File: src/core/osp_map.vh
`ifndef OSP_MAP_VH
`define OSP_MAP_VH

// ============================================================
// register byte offsets
`define OSP_OFS_GATE 8'h00
`define OSP_OFS_MMODE 8'h04
`define OSP_OFS_SMODE 8'h08
`define OSP_OFS_MRELOAD 8'h0C
`define OSP_OFS_SRELOAD 8'h10
`define OSP_OFS_MCOUNT 8'h14
`define OSP_OFS_SCOUNT 8'h18
`define OSP_OFS_START 8'h1C
`define OSP_OFS_STOP 8'h20
`define OSP_OFS_OUTCTL 8'h24
`define OSP_OFS_PRESCALE 8'h28

// ============================================================
// channel mode register fields
`define OSP_CKS_HI 15
`define OSP_CKS_LO 14
`define OSP_CCS_BIT 12
`define OSP_MASTER_BIT 11
`define OSP_STS_HI 10
`define OSP_STS_LO 8
`define OSP_CIS_HI 7
`define OSP_CIS_LO 6
`define OSP_MD_HI 3
`define OSP_MD_LO 1
`define OSP_MD_TRIG_BIT 0

// ============================================================
// field encodings
`define OSP_MD_ONE_COUNT 3'h4
`define OSP_STS_PIN 3'h1
`define OSP_STS_MASTER 3'h4
`define OSP_CIS_FALL 2'h0
`define OSP_CIS_RISE 2'h1
`define OSP_CIS_BOTH 2'h2
`define OSP_CKS_A 2'h0
`define OSP_CKS_B 2'h2

// ============================================================
// output control bits
`define OSP_OC_ENABLE_BIT 0
`define OSP_OC_POLARITY_BIT 1
`define OSP_OC_MODE_BIT 2
`define OSP_OC_LEVEL_BIT 3

// ============================================================
// prescaler fields
`define OSP_PS_A_HI 3
`define OSP_PS_A_LO 0
`define OSP_PS_B_HI 7
`define OSP_PS_B_LO 4

// ============================================================
// reset values
`define OSP_RST_MODE 16'h0000
`define OSP_RST_RELOAD 16'h0000
`define OSP_RST_OUTCTL 4'h0
`define OSP_RST_PRESCALE 8'h00

`endif

File: src/core/osp_one_shot_pulse.v
//Function
//delay from valid start trigger is master reload plus two count clocks
//pulse lasts exactly slave reload count clocks
//master runs one-count mode, loads its reload value on a start trigger
//master decrements per count clock, at zero pulses completion and halts
//master completion is the slave start; slave then loads its reload value
//slave decrements per count clock, at zero pulses completion and waits
//output active one count clock after master completion, inactive at slave zero
//writing master start while enabled also launches the delay count
//software updates reload values only after the matching completion
//mode field 100B is one-count; with trigger bit zero, retriggers are ignored
//edge select 00B falling, 01B rising, 10B both, 11B none
//master trigger source 001B selects the trigger pin edge
//slave trigger source 100B selects master completion
//clock select 00B prescaled clock A, 10B clock B, slave matches master
//polarity bit 0 gives active-high pulse, 1 gives active-low
//slave output mode bit 1 gives set/reset slave output; master bit stays 0
//output enable 1 lets counting drive output, 0 lets level bit drive it
//start bits set both enable status bits; master then awaits a trigger
//while running only edge select changes; counters always readable; code still accepts prescaler and output enable writes while running
//stop bits clear enable status, counters and output hold
//with output enable zero, written level goes straight to the pin
//gate off blocks writes and initializes all logic, level bit cleared; code clears the trigger synchroniser and bus flops on SYS_RST_IN only
//counters and reloads are 16 bits; completions are one-cycle pulses
`timescale 1ns/1ps
`include "osp_map.vh"

module osp_one_shot_pulse (
	// clock and reset
	input wire CLK_IN,
	input wire SYS_RST_IN,
	// avalon-mm slave
	input wire [7:0] ADDRESS_IN,
	input wire READ_IN,
	input wire WRITE_IN,
	input wire [31:0] WRITEDATA_IN,
	input wire [3:0] BYTEENABLE_IN,
	output reg [31:0] READDATA_OUT,
	output reg WAITREQUEST_OUT,
	// link pins
	input wire TRIGGER_PIN_IN,
	output reg PULSE_OUT,
	// completion events
	output reg MASTER_DONE_OUT,
	output reg SLAVE_DONE_OUT
);

	// ============================================================
	// states
	localparam [2:0] ST_IDLE = 3'b001;
	localparam [2:0] ST_WAIT = 3'b010;
	localparam [2:0] ST_RUN = 3'b100;

	reg gate_q;
	reg [15:0] mmode_q;
	reg [15:0] smode_q;
	reg [15:0] mreload_q;
	reg [15:0] sreload_q;
	reg [15:0] mcnt_q;
	reg [15:0] scnt_q;
	reg [2:0] mst_q;
	reg [2:0] sst_q;
	reg m_en_q;
	reg s_en_q;
	reg [3:0] outctl_q;
	reg [7:0] ps_q;
	reg [15:0] pre_q;
	reg lvl_q;
	reg sync1_q;
	reg sync2_q;
	reg sync3_q;
	reg pin_q;
	reg sw_trig_q;
	reg [31:0] rdata_d;

	wire clr = SYS_RST_IN | ~gate_q;
	wire req = (READ_IN | WRITE_IN) & WAITREQUEST_OUT;
	// a write lands only at the edge that sees waitrequest low
	wire wr = WRITE_IN & ~WAITREQUEST_OUT;
	wire wr_ok = wr & gate_q;
	wire [15:0] wmask = {{8{BYTEENABLE_IN[1]}}, {8{BYTEENABLE_IN[0]}}};
	wire [15:0] wdata = WRITEDATA_IN[15:0];

	// ============================================================
	// count clock enables
	wire [3:0] exp_a = ps_q[`OSP_PS_A_HI:`OSP_PS_A_LO];
	wire [3:0] exp_b = ps_q[`OSP_PS_B_HI:`OSP_PS_B_LO];
	wire [15:0] mask_a = (16'h0001 << exp_a) - 16'h0001;
	wire [15:0] mask_b = (16'h0001 << exp_b) - 16'h0001;
	wire tick_a = (pre_q & mask_a) == mask_a;
	wire tick_b = (pre_q & mask_b) == mask_b;
	wire [1:0] m_cks = mmode_q[`OSP_CKS_HI:`OSP_CKS_LO];
	wire [1:0] s_cks = smode_q[`OSP_CKS_HI:`OSP_CKS_LO];
	wire m_tick = (m_cks == `OSP_CKS_B) ? tick_b : tick_a;
	wire s_tick = (s_cks == `OSP_CKS_B) ? tick_b : tick_a;

	always @(posedge CLK_IN) begin
		if (clr) begin
			pre_q <= 16'h0000;
		end else begin
			pre_q <= pre_q + 16'h0001;
		end
	end

	// ============================================================
	// trigger pin synchroniser and edge detect
	always @(posedge CLK_IN) begin
		if (SYS_RST_IN) begin
			sync1_q <= 1'b0;
			sync2_q <= 1'b0;
			sync3_q <= 1'b0;
			pin_q <= 1'b0;
		end else begin
			sync1_q <= TRIGGER_PIN_IN;
			sync2_q <= sync1_q;
			sync3_q <= sync2_q;
			if (sync2_q == sync3_q) begin
				pin_q <= sync3_q;
			end
		end
	end

	wire agree = sync2_q == sync3_q;
	wire rise = agree & sync3_q & ~pin_q;
	wire fall = agree & ~sync3_q & pin_q;
	wire [1:0] cis = mmode_q[`OSP_CIS_HI:`OSP_CIS_LO];
	reg pin_edge;
	always @* begin
		case (cis)
			`OSP_CIS_FALL: pin_edge = fall;
			`OSP_CIS_RISE: pin_edge = rise;
			`OSP_CIS_BOTH: pin_edge = rise | fall;
			default: pin_edge = 1'b0;
		endcase
	end

	// ============================================================
	// start and stop triggers
	wire start_wr = wr_ok & (ADDRESS_IN == `OSP_OFS_START) & BYTEENABLE_IN[0];
	wire stop_wr = wr_ok & (ADDRESS_IN == `OSP_OFS_STOP) & BYTEENABLE_IN[0];
	wire m_start = start_wr & WRITEDATA_IN[0];
	wire s_start = start_wr & WRITEDATA_IN[1];
	wire m_stop = stop_wr & WRITEDATA_IN[0];
	wire s_stop = stop_wr & WRITEDATA_IN[1];

	wire m_one = mmode_q[`OSP_MD_HI:`OSP_MD_LO] == `OSP_MD_ONE_COUNT;
	wire s_one = smode_q[`OSP_MD_HI:`OSP_MD_LO] == `OSP_MD_ONE_COUNT;
	wire m_pin_src = mmode_q[`OSP_STS_HI:`OSP_STS_LO] == `OSP_STS_PIN;
	wire s_mst_src = smode_q[`OSP_STS_HI:`OSP_STS_LO] == `OSP_STS_MASTER;
	wire m_retrig = mmode_q[`OSP_MD_TRIG_BIT];
	wire s_retrig = smode_q[`OSP_MD_TRIG_BIT];

	// software start on an already enabled master acts as a trigger
	wire m_trig_now = (m_pin_src & pin_edge) | (m_start & m_en_q);
	wire m_accept = m_one & (mst_q == ST_WAIT | (mst_q == ST_RUN & m_retrig));

	// ============================================================
	// master channel
	wire m_done = m_tick & (mst_q == ST_RUN) & (mcnt_q == 16'h0000) & m_en_q & ~sw_trig_q;
	wire s_load = m_done & s_en_q & s_one & s_mst_src & (sst_q != ST_RUN | s_retrig);

	always @(posedge CLK_IN) begin
		if (clr) begin
			mst_q <= ST_IDLE;
			mcnt_q <= 16'h0000;
			sw_trig_q <= 1'b0;
			MASTER_DONE_OUT <= 1'b0;
		end else begin
			MASTER_DONE_OUT <= m_done;
			if (m_stop | ~m_en_q) begin
				sw_trig_q <= 1'b0;
			end else if (m_trig_now & m_accept) begin
				sw_trig_q <= 1'b1;
			end else if (m_tick & sw_trig_q) begin
				sw_trig_q <= 1'b0;
			end
			case (mst_q)
				ST_IDLE: begin
					if (m_start & ~m_en_q) begin
						mst_q <= ST_WAIT;
					end
				end
				ST_WAIT: begin
					if (m_stop) begin
						mst_q <= ST_IDLE;
					end else if (m_tick & sw_trig_q) begin
						mcnt_q <= mreload_q;
						mst_q <= ST_RUN;
					end
				end
				ST_RUN: begin
					if (m_stop) begin
						mst_q <= ST_IDLE;
					end else if (m_tick & sw_trig_q) begin
						mcnt_q <= mreload_q;
					end else if (m_done) begin
						mst_q <= ST_WAIT;
					end else if (m_tick) begin
						mcnt_q <= mcnt_q - 16'h0001;
					end
				end
				default: mst_q <= ST_IDLE;
			endcase
		end
	end

	// ============================================================
	// slave channel
	wire s_run = (sst_q == ST_RUN) & s_en_q;
	wire s_done = s_tick & s_run & (scnt_q == 16'h0000) & ~s_load;

	always @(posedge CLK_IN) begin
		if (clr) begin
			sst_q <= ST_IDLE;
			scnt_q <= 16'h0000;
			SLAVE_DONE_OUT <= 1'b0;
		end else begin
			SLAVE_DONE_OUT <= s_done;
			case (sst_q)
				ST_IDLE: begin
					if (s_start & ~s_en_q) begin
						sst_q <= ST_WAIT;
					end
				end
				ST_WAIT: begin
					if (s_stop) begin
						sst_q <= ST_IDLE;
					end else if (s_load) begin
						scnt_q <= sreload_q;
						sst_q <= ST_RUN;
					end
				end
				ST_RUN: begin
					if (s_stop) begin
						sst_q <= ST_IDLE;
					end else if (s_load) begin
						scnt_q <= sreload_q;
					end else if (s_done) begin
						sst_q <= ST_WAIT;
					end else if (s_tick) begin
						scnt_q <= scnt_q - 16'h0001;
					end
				end
				default: sst_q <= ST_IDLE;
			endcase
		end
	end

	// ============================================================
	// enable status
	always @(posedge CLK_IN) begin
		if (clr) begin
			m_en_q <= 1'b0;
			s_en_q <= 1'b0;
		end else begin
			if (m_stop) begin
				m_en_q <= 1'b0;
			end else if (m_start) begin
				m_en_q <= 1'b1;
			end
			if (s_stop) begin
				s_en_q <= 1'b0;
			end else if (s_start) begin
				s_en_q <= 1'b1;
			end
		end
	end

	// ============================================================
	// pulse output
	wire oe = outctl_q[`OSP_OC_ENABLE_BIT];
	wire pol = outctl_q[`OSP_OC_POLARITY_BIT];
	wire omode = outctl_q[`OSP_OC_MODE_BIT];
	// active one count clock after load, inactive once the counter sits at zero
	wire go_active = s_tick & s_run & ~s_load & (scnt_q != 16'h0000);
	wire go_idle = s_done;
	wire lvl_wr = wr_ok & (ADDRESS_IN == `OSP_OFS_OUTCTL) & BYTEENABLE_IN[0];

	// the pin flop mirrors the level flop so the pin adds no extra clock of lag
	always @(posedge CLK_IN) begin
		if (clr) begin
			lvl_q <= 1'b0;
			PULSE_OUT <= 1'b0;
		end else if (oe & omode) begin
			if (go_idle) begin
				lvl_q <= pol;
				PULSE_OUT <= pol;
			end else if (go_active) begin
				lvl_q <= ~pol;
				PULSE_OUT <= ~pol;
			end
		end else if (~oe & lvl_wr) begin
			lvl_q <= WRITEDATA_IN[`OSP_OC_LEVEL_BIT];
			PULSE_OUT <= WRITEDATA_IN[`OSP_OC_LEVEL_BIT];
		end
	end

	// ============================================================
	// register writes
	wire running = m_en_q | s_en_q;
	wire [15:0] cis_mask = 16'h00C0 & wmask;

	always @(posedge CLK_IN) begin
		if (SYS_RST_IN) begin
			gate_q <= 1'b0;
		end else if (wr & (ADDRESS_IN == `OSP_OFS_GATE) & BYTEENABLE_IN[0]) begin
			gate_q <= WRITEDATA_IN[0];
		end
	end

	always @(posedge CLK_IN) begin
		if (clr) begin
			mmode_q <= `OSP_RST_MODE;
			smode_q <= `OSP_RST_MODE;
			mreload_q <= `OSP_RST_RELOAD;
			sreload_q <= `OSP_RST_RELOAD;
			outctl_q <= `OSP_RST_OUTCTL;
			ps_q <= `OSP_RST_PRESCALE;
		end else if (wr_ok) begin
			case (ADDRESS_IN)
				`OSP_OFS_MMODE: begin
					if (running) begin
						mmode_q <= (mmode_q & ~cis_mask) | (wdata & cis_mask);
					end else begin
						mmode_q <= (mmode_q & ~wmask) | (wdata & wmask);
					end
				end
				`OSP_OFS_SMODE: begin
					if (~running) begin
						smode_q <= (smode_q & ~wmask) | (wdata & wmask);
					end
				end
				`OSP_OFS_MRELOAD: mreload_q <= (mreload_q & ~wmask) | (wdata & wmask);
				`OSP_OFS_SRELOAD: sreload_q <= (sreload_q & ~wmask) | (wdata & wmask);
				`OSP_OFS_OUTCTL: begin
					if (BYTEENABLE_IN[0]) begin
						outctl_q[`OSP_OC_ENABLE_BIT] <= WRITEDATA_IN[`OSP_OC_ENABLE_BIT];
						if (~running) begin
							outctl_q[`OSP_OC_POLARITY_BIT] <= WRITEDATA_IN[`OSP_OC_POLARITY_BIT];
							outctl_q[`OSP_OC_MODE_BIT] <= WRITEDATA_IN[`OSP_OC_MODE_BIT];
						end
					end
				end
				`OSP_OFS_PRESCALE: begin
					if (BYTEENABLE_IN[0]) begin
						ps_q <= WRITEDATA_IN[7:0];
					end
				end
				default: ps_q <= ps_q;
			endcase
		end
	end

	// ============================================================
	// read mux and waitrequest
	always @* begin
		rdata_d = 32'h00000000;
		case (ADDRESS_IN)
			`OSP_OFS_GATE: rdata_d[0] = gate_q;
			`OSP_OFS_MMODE: rdata_d[15:0] = mmode_q;
			`OSP_OFS_SMODE: rdata_d[15:0] = smode_q;
			`OSP_OFS_MRELOAD: rdata_d[15:0] = mreload_q;
			`OSP_OFS_SRELOAD: rdata_d[15:0] = sreload_q;
			`OSP_OFS_MCOUNT: rdata_d[15:0] = mcnt_q;
			`OSP_OFS_SCOUNT: rdata_d[15:0] = scnt_q;
			`OSP_OFS_START: rdata_d[1:0] = {s_en_q, m_en_q};
			`OSP_OFS_OUTCTL: rdata_d[3:0] = {lvl_q, outctl_q[2:0]};
			`OSP_OFS_PRESCALE: rdata_d[7:0] = ps_q;
			default: rdata_d = 32'h00000000;
		endcase
	end

	always @(posedge CLK_IN) begin
		if (SYS_RST_IN) begin
			WAITREQUEST_OUT <= 1'b1;
			READDATA_OUT <= 32'h00000000;
		end else begin
			if (req) begin
				WAITREQUEST_OUT <= 1'b0;
				if (READ_IN) begin
					READDATA_OUT <= rdata_d;
				end
			end else begin
				WAITREQUEST_OUT <= 1'b1;
			end
		end
	end

endmodule

File: config.mk
export PLATFORM = sky130hd
export DESIGN_NAME = osp_one_shot_pulse
export DESIGN_NICKNAME = d
export VERILOG_FILES = /design/src/core/osp_one_shot_pulse.v
export VERILOG_INCLUDE_DIRS = /design/src /design/src/core
export SDC_FILE = /design/constraint.sdc
export NUM_CORES = 1
export LEC_CHECK = 0
export ABC_AREA = 1
export ABC_CLOCK_PERIOD_IN_PS = 8170
export BUFFER_PORTS_ARGS = -buffer_cell sky130_fd_sc_hd__buf_2
export CAP_MARGIN = 20
export CORE_MARGIN = 10
export CORE_UTILIZATION = 60
export DETAILED_ROUTE_END_ITERATION = 10
export HOLD_SLACK_MARGIN = 0.12
export PLACE_DENSITY_LB_ADDON = 0.3
export SYNTH_ARGS = -nofsm -noshare
export SYNTH_HDL_FRONTEND = slang
export SYNTH_SLANG_ARGS = --single-unit
File: constraint.sdc
create_clock -name CLK_IN -period 8.17 [get_ports CLK_IN]
set_clock_uncertainty 0.15 [all_clocks]
set_input_delay 0.817 -clock CLK_IN [delete_from_list [all_inputs] [get_ports CLK_IN]]
set_output_delay 0.817 -clock CLK_IN [all_outputs]
set_load 0.03 [all_outputs]
======== Word-level counts from Yosys, hierarchy flattened ========
Index checks and enable logic that the tools add are counted.
word-level totals
  bits in registers ....................... 157
  bits of input ports ..................... 49
  output and inout bits ................... 36
cells by class
  add/sub/neg operators ................... 5
  equality and inequality tests ........... 47
  shifts and indexed selects .............. 2
  multiplexer cells ....................... 44
  bitwise operators ....................... 78
  reductions and logical operators ........ 25
operators with widths
  operator                 count
  $mux W16                 13
  $and A16 B16 Y16         8
  $or A16 B16 Y16          5
  $pmux W16 S2             2
  $sub A16 B1 Y16 const B  4
  $pmux W8 S6              1
  $and A1 B1 Y1            43
  $mux W3                  12
  $eq A16 B16 Y1           2
  $eq A8 B5 Y1 const B     4
  $logic_not A16 Y1        2
  $shl A1 B4 Y16 const A   2
  $pmux W4 S7              1
  $ne A3 B3 Y1 const B     9
  $eq A8 B6 Y1 const B     3
  $pmux W3 S3              2
  $add A16 B1 Y16 const B  1
  $and A16 B8 Y16          1
  $eq A8 B4 Y1 const B     2
  $not A16 Y16             1
  $not A8 Y16              1
  $pmux W2 S8              1
  $reduce_bool A16 Y1      1
  $eq A3 B3 Y1 const B     5
  23 further kinds         75

======== Logic depth before layout (Yosys ltp) ========
  word-level depth ........................ 19
  depth in mapped cells ................... 22
  depth with buffers taken out ............ 21

======== Worst setup path after synthesis ========
No wires, ideal clock.
  path type ............................... register -> register
  from .................................... register ps_q[5]
  to ...................................... register mcnt_q[10]
  arrival time ............................ 2441 ps
  required time ........................... 7900 ps
  slack ................................... 5458 ps
  cell stages (with the launch flop) ...... 22
  buffers on the path ..................... 3
  period minus slack after synthesis ...... 2712 ps
  path through ............................ dfxtp_1 -> buf_2 -> inv_1 -> nand3_1 -> ha_1 -> clkbuf_1 -> inv_1 -> a21oi_1 -> nand3_1 -> nand3_1 -> nand2_1 -> nor2_2 -> nand3_2 -> nand2_4 -> nand2_2 -> clkinv_1 -> nand2_2 -> nand2_2 -> nand3_4 -> buf_6 -> o21ai_1 -> a21oi_1
on the way
  word-level cells in the longest chain between the ends .. 11
  elaborated cells between the ends (all ways) .. 17
  those cells by class .................... add/sub: 1; eq/ne: 4; shift: 1; mux: 4; bitwise: 6; reduce/logical: 1
ends and longest elaborated chain
  element                      line                      RTL
  start: declaration           osp_one_shot_pulse.v:66   reg [7:0] ps_q;
  start signal: assignment     osp_one_shot_pulse.v:318  ps_q <= `OSP_RST_PRESCALE;
  start signal: assignment     osp_one_shot_pulse.v:346  ps_q <= WRITEDATA_IN[7:0];
  start signal: assignment     osp_one_shot_pulse.v:349  default: ps_q <= ps_q;
  $shl A1 B4 Y16 (*)           osp_one_shot_pulse.v:89   wire [15:0] mask_b = (16'h0001 << exp_b) - 16'h0001;
  $sub A16 B1 Y16 (*)          osp_one_shot_pulse.v:89
  $and A16 B16 Y16             osp_one_shot_pulse.v:91   wire tick_b = (pre_q & mask_b) == mask_b;
  $eq A16 B16 Y1 (*)           osp_one_shot_pulse.v:91
  $mux W1 (*)                  osp_one_shot_pulse.v:94   wire m_tick = (m_cks == `OSP_CKS_B) ? tick_b : tick_a;
  $and A1 B1 Y1 (4 in a row)   osp_one_shot_pulse.v:159  wire m_done = m_tick & (mst_q == ST_RUN) & (mcnt_q == 16'h0000) & m_en_q & ~sw_trig_q;
  $ne A3 B2 Y1 (no line)       -
  $reduce_and A6 Y1 (no line)  -
  end signal: assignment       osp_one_shot_pulse.v:187  mcnt_q <= mreload_q;
  end signal: assignment       osp_one_shot_pulse.v:195  mcnt_q <= mreload_q;
  end signal: assignment       osp_one_shot_pulse.v:199  mcnt_q <= mcnt_q - 16'h0001;
  end: declaration             osp_one_shot_pulse.v:59   reg [15:0] mcnt_q;
Every way passes the cells marked *; elsewhere a longest branch is shown, timed or not. The select of a mux whose other input is x is not followed.
A chain may end at the register's enable or synchronous reset.

======== Worst setup path in the final report ========
  from .................................... register ps_q[5]
  to ...................................... register scnt_q[13]
on the way
  word-level cells in the longest chain between the ends .. 17
  elaborated cells between the ends (all ways) .. 25
  those cells by class .................... add/sub: 1; eq/ne: 4; shift: 1; mux: 5; bitwise: 13; reduce/logical: 1
ends and longest elaborated chain
  element                      line                      RTL
  $shl A1 B4 Y16 (*)           osp_one_shot_pulse.v:89
  $sub A16 B1 Y16 (*)          osp_one_shot_pulse.v:89
  $and A16 B16 Y16             osp_one_shot_pulse.v:91
  $eq A16 B16 Y1 (*)           osp_one_shot_pulse.v:91
  $mux W1                      osp_one_shot_pulse.v:94
  $and A1 B1 Y1 (4 in a row)   osp_one_shot_pulse.v:159
  $and A1 B1 Y1 (4 in a row)   osp_one_shot_pulse.v:160  wire s_load = m_done & s_en_q & s_one & s_mst_src & (sst_q != ST_RUN | s_retrig);
  $not A1 Y1                   osp_one_shot_pulse.v:210  wire s_done = s_tick & s_run & (scnt_q == 16'h0000) & ~s_load;
  $and A1 B1 Y1                osp_one_shot_pulse.v:210
  $ne A3 B3 Y1 (no line)       -
  $reduce_and A6 Y1 (no line)  -
  end signal: assignment       osp_one_shot_pulse.v:229  scnt_q <= sreload_q;
  end signal: assignment       osp_one_shot_pulse.v:237  scnt_q <= sreload_q;
  end signal: assignment       osp_one_shot_pulse.v:241  scnt_q <= scnt_q - 16'h0001;
  end: declaration             osp_one_shot_pulse.v:60   reg [15:0] scnt_q;
Marked as above.

==> summary.md <==
| Metric | Value |
|---|---|
| Max Cap Viol | `0` |
| Initial core utilization | `61.06%` |
| Seq/Total Area, Yosys | `36.85%` |
| Die Y-Extent | `138.9 um` |
| Number of distinct library cells after synthesis | `46` |
| Ant diodes | `0` |
| Port Buffers | `50` |
| Final hold vios | `0` |
| Met2 usage | `37.75%` |
| # H-tree levels | `4` |
| Total track usage | `25.54%` |
| Post-synth ARST share | `0%` |
| FILL cells | `1272` |
| Largest vdd supply drop | `0.1270 mV` |
| Static Leak | `3.557 nW` |
| Slew Limit Fails | `0` |
| DRT iter0 DRCs | `1144` |
| Synth area leader | `dfxtp_1` |
| Largest net degree at the start of global routing | `99` |
| First-pass GRT wire length | `40520 um` |
| Peak Freq | `266.2 MHz` |
| Detailed Routing Iterations Pass 1 | `6` |
| PostCTS Resize Cnt | `0` |
| M3 GR Usage | `5.548%` |
| Worst min path class | `flip-flop to flip-flop` |
| Hold_buf cts | `0` |
| Unrepaired setup endpoints after global routing | `no` |
| Clock sinks | `156` |
| GR Overflow Total | `0` |
| Antenna Nets Post-Route | `0` |
| WP data required | `8.33 ns` |
| Cell Area, Synth | `8476 um^2` |
| Worst-path clk slew | `0.07 ns` |
| Worst setup SP type | `flip-flop` |
| CTS Buf Count | `17` |
| Setup Buffers After CTS | `0` |
| Worst Path Arrival | `3.91 ns` |
| Routed wire length | `25430 um` |
| Avg Inst Size Synth | `6.770 um^2` |
| Critical Setup Path Class | `flip-flop to flip-flop` |
| Synthesized netlist cell count | `1252` |
| Status | `completed` |
| CP endpoint kind | `flip-flop` |
| Top_reg_cell synth | `dfxtp_1` |
| Final period utilization | `45.98%` |
| Critical path fanouts, max | `24` |
| Layout area overhead | `9.773%` |
| Number of synthesized flops with an enable pin | `0` |
| Drt wl/cell | `17.22 um` |
| Via count of the first global-routing pass | `7503` |
| Post-detail-place hpwl | `18400 um` |
| Rel. slew slack | `33.38%` |
| DR vias | `8538` |
| Clock Latency Late Sink | `0.44 ns` |
| Commonest cells in the synthesized netlist | `nand2_1, inv_1, dfxtp_1` |
| Count leader, synth | `nand2_1` |
| Clock Path Buffers | `2` |
| CORE AREA | `13880 um^2` |
| Avg Vias per Cell | `5.781` |
| Synth top area cells | `dfxtp_1, nand2_1, o21ai_0` |
| Minimum clock period after layout | `3.757 ns` |
| Synth warn | `0` |
| Die W | `138.9 um` |
| CTS root buffer | `clkbuf_16` |
| Dpl cell area | `8735 um^2` |
| Top Ports | `85` |
| Die ar. | `19280 um^2` |
| Busiest grt layer | `met2` |
| Rows | `43` |
| CTS tree | `yes` |
| Total negative slack | `0 ns` |
| Nets@finish | `1340` |
| Final setup violation count | `0` |
| M1 GR Usage | `34.88%` |
| Initial antenna violation count | `0` |
| Hold_ws | `0.2545 ns` |
| Flop2flop setup slack | `4.41 ns` |
| DRC errors left | `0` |
| Final instance area | `9304 um^2` |
| Power per cell area | `171.8 nW/um^2` |
| Final GP Congestion | `1.000` |
| Number of synthesized register bits | `156` |
| Worst-Margin Slew | `0.9939 ns` |
| Layout cells sized above 1 | `10.25%` |
| Yosys top cell area share | `36.85%` |
kinds of logic (layout without fill, tap and decap cells):
group / Yosys count / after routing / share of synthesized area, %
adder cells (fa/ha/maj): 7 / 7 / 1.033
flip-flops: 156 / 156 / 36.85
buffers and inverters: 242 / 272 / 12.08
XOR/XNOR: 24 / 24 / 2.480
other: 1 / 16 / 0.04424
AND/OR/NAND/NOR: 487 / 487 / 25.07
AO/OA/AOI/OAI: 335 / 335 / 22.45
worst max-delay path, cell delays in order (launching register included):
cell and delay (ns):
dfxtp_1 0.53, inv_1 0.23, nand3_1 0.13, ha_1 0.35
inv_1 0.10, a21oi_1 0.17, nand3_1 0.10, nand3_1 0.10
nand2_1 0.06, nor2_2 0.21, nand3_2 0.18, nand2_4 0.14
nand3_4 0.13, nand3_2 0.16, nand3_2 0.38, inv_2 0.32
nand2_1 0.08, nand2_1 0.06, a21oi_1 0.05
final timing paths:
check	start	endpoint	cells past startpoint
min	sync1_q	sync2_q	2
max	ps_q[5]	scnt_q[13]	18
min reg2reg	sync1_q	sync2_q	2
max reg2reg	ps_q[5]	scnt_q[13]	18
power breakdown:
| group | internal, W | leakage, nW | switching [W] |
|---|---|---|---|
| sequential | 0.000765 | 1.26 | 0.00000219 |
| clock | 0.000421 | 0.274 | 0.000350 |
| combinational | 0.0000140 | 2.02 | 0.0000471 |
area by class of cell:
cell class | instances | area [um^2] | share of cell area [%]
clock buffers | 20 | 466.7 | 5.016
clock inverters | 12 | 102.6 | 1.103
inverters | 182 | 683.2 | 7.343
multi-input cells | 869 | 4393 | 47.22
flip-flops and latches | 156 | 3123 | 33.57
well taps | 180 | 225.2 | 2.421
repair buffers | 58 | 310.3 | 3.335
per-layer routing:
layer	wire length (um)	share of wire, %
met3	2592	10
met5	0	0
met1	10980	43
met2	10980	43
met4	869	3.4
placed cells by master, fill, tap and decap left out, types with 17 or more instances in the layout:
| master | n |
|---|---|
| a211oi_1 | 26 |
| inv_1 | 170 |
| nor3_1 | 25 |
| dfxtp_1 | 156 |
| o21ai_0 | 128 |
| buf_2 | 50 |
| clkbuf_16 | 17 |
| nand3_1 | 57 |
| nand2_1 | 223 |
| nor2_1 | 134 |
| o21ai_1 | 21 |
| xor2_1 | 21 |
| a21oi_1 | 105 |
stage by stage:
| step | setup WS (ns) | std cells | utilization [%] | power (W) |
|---|---|---|---|---|
| after floorplan | 5.458 | 1267 | - | 0.0008246 |
| after global placement | 4.495 | 1445 | 62.93 | 0.0008432 |
| after detailed placement | 4.508 | 1445 | 62.93 | 0.0008435 |
| after CTS | 4.486 | 1477 | 67.03 | 0.001595 |
| after global routing | 4.051 | 1477 | 67.03 | 0.001632 |
| final | 4.413 | 1477 | 67.03 | 0.001599 |
No activity file was read; power rests on OpenSTA's default activity.
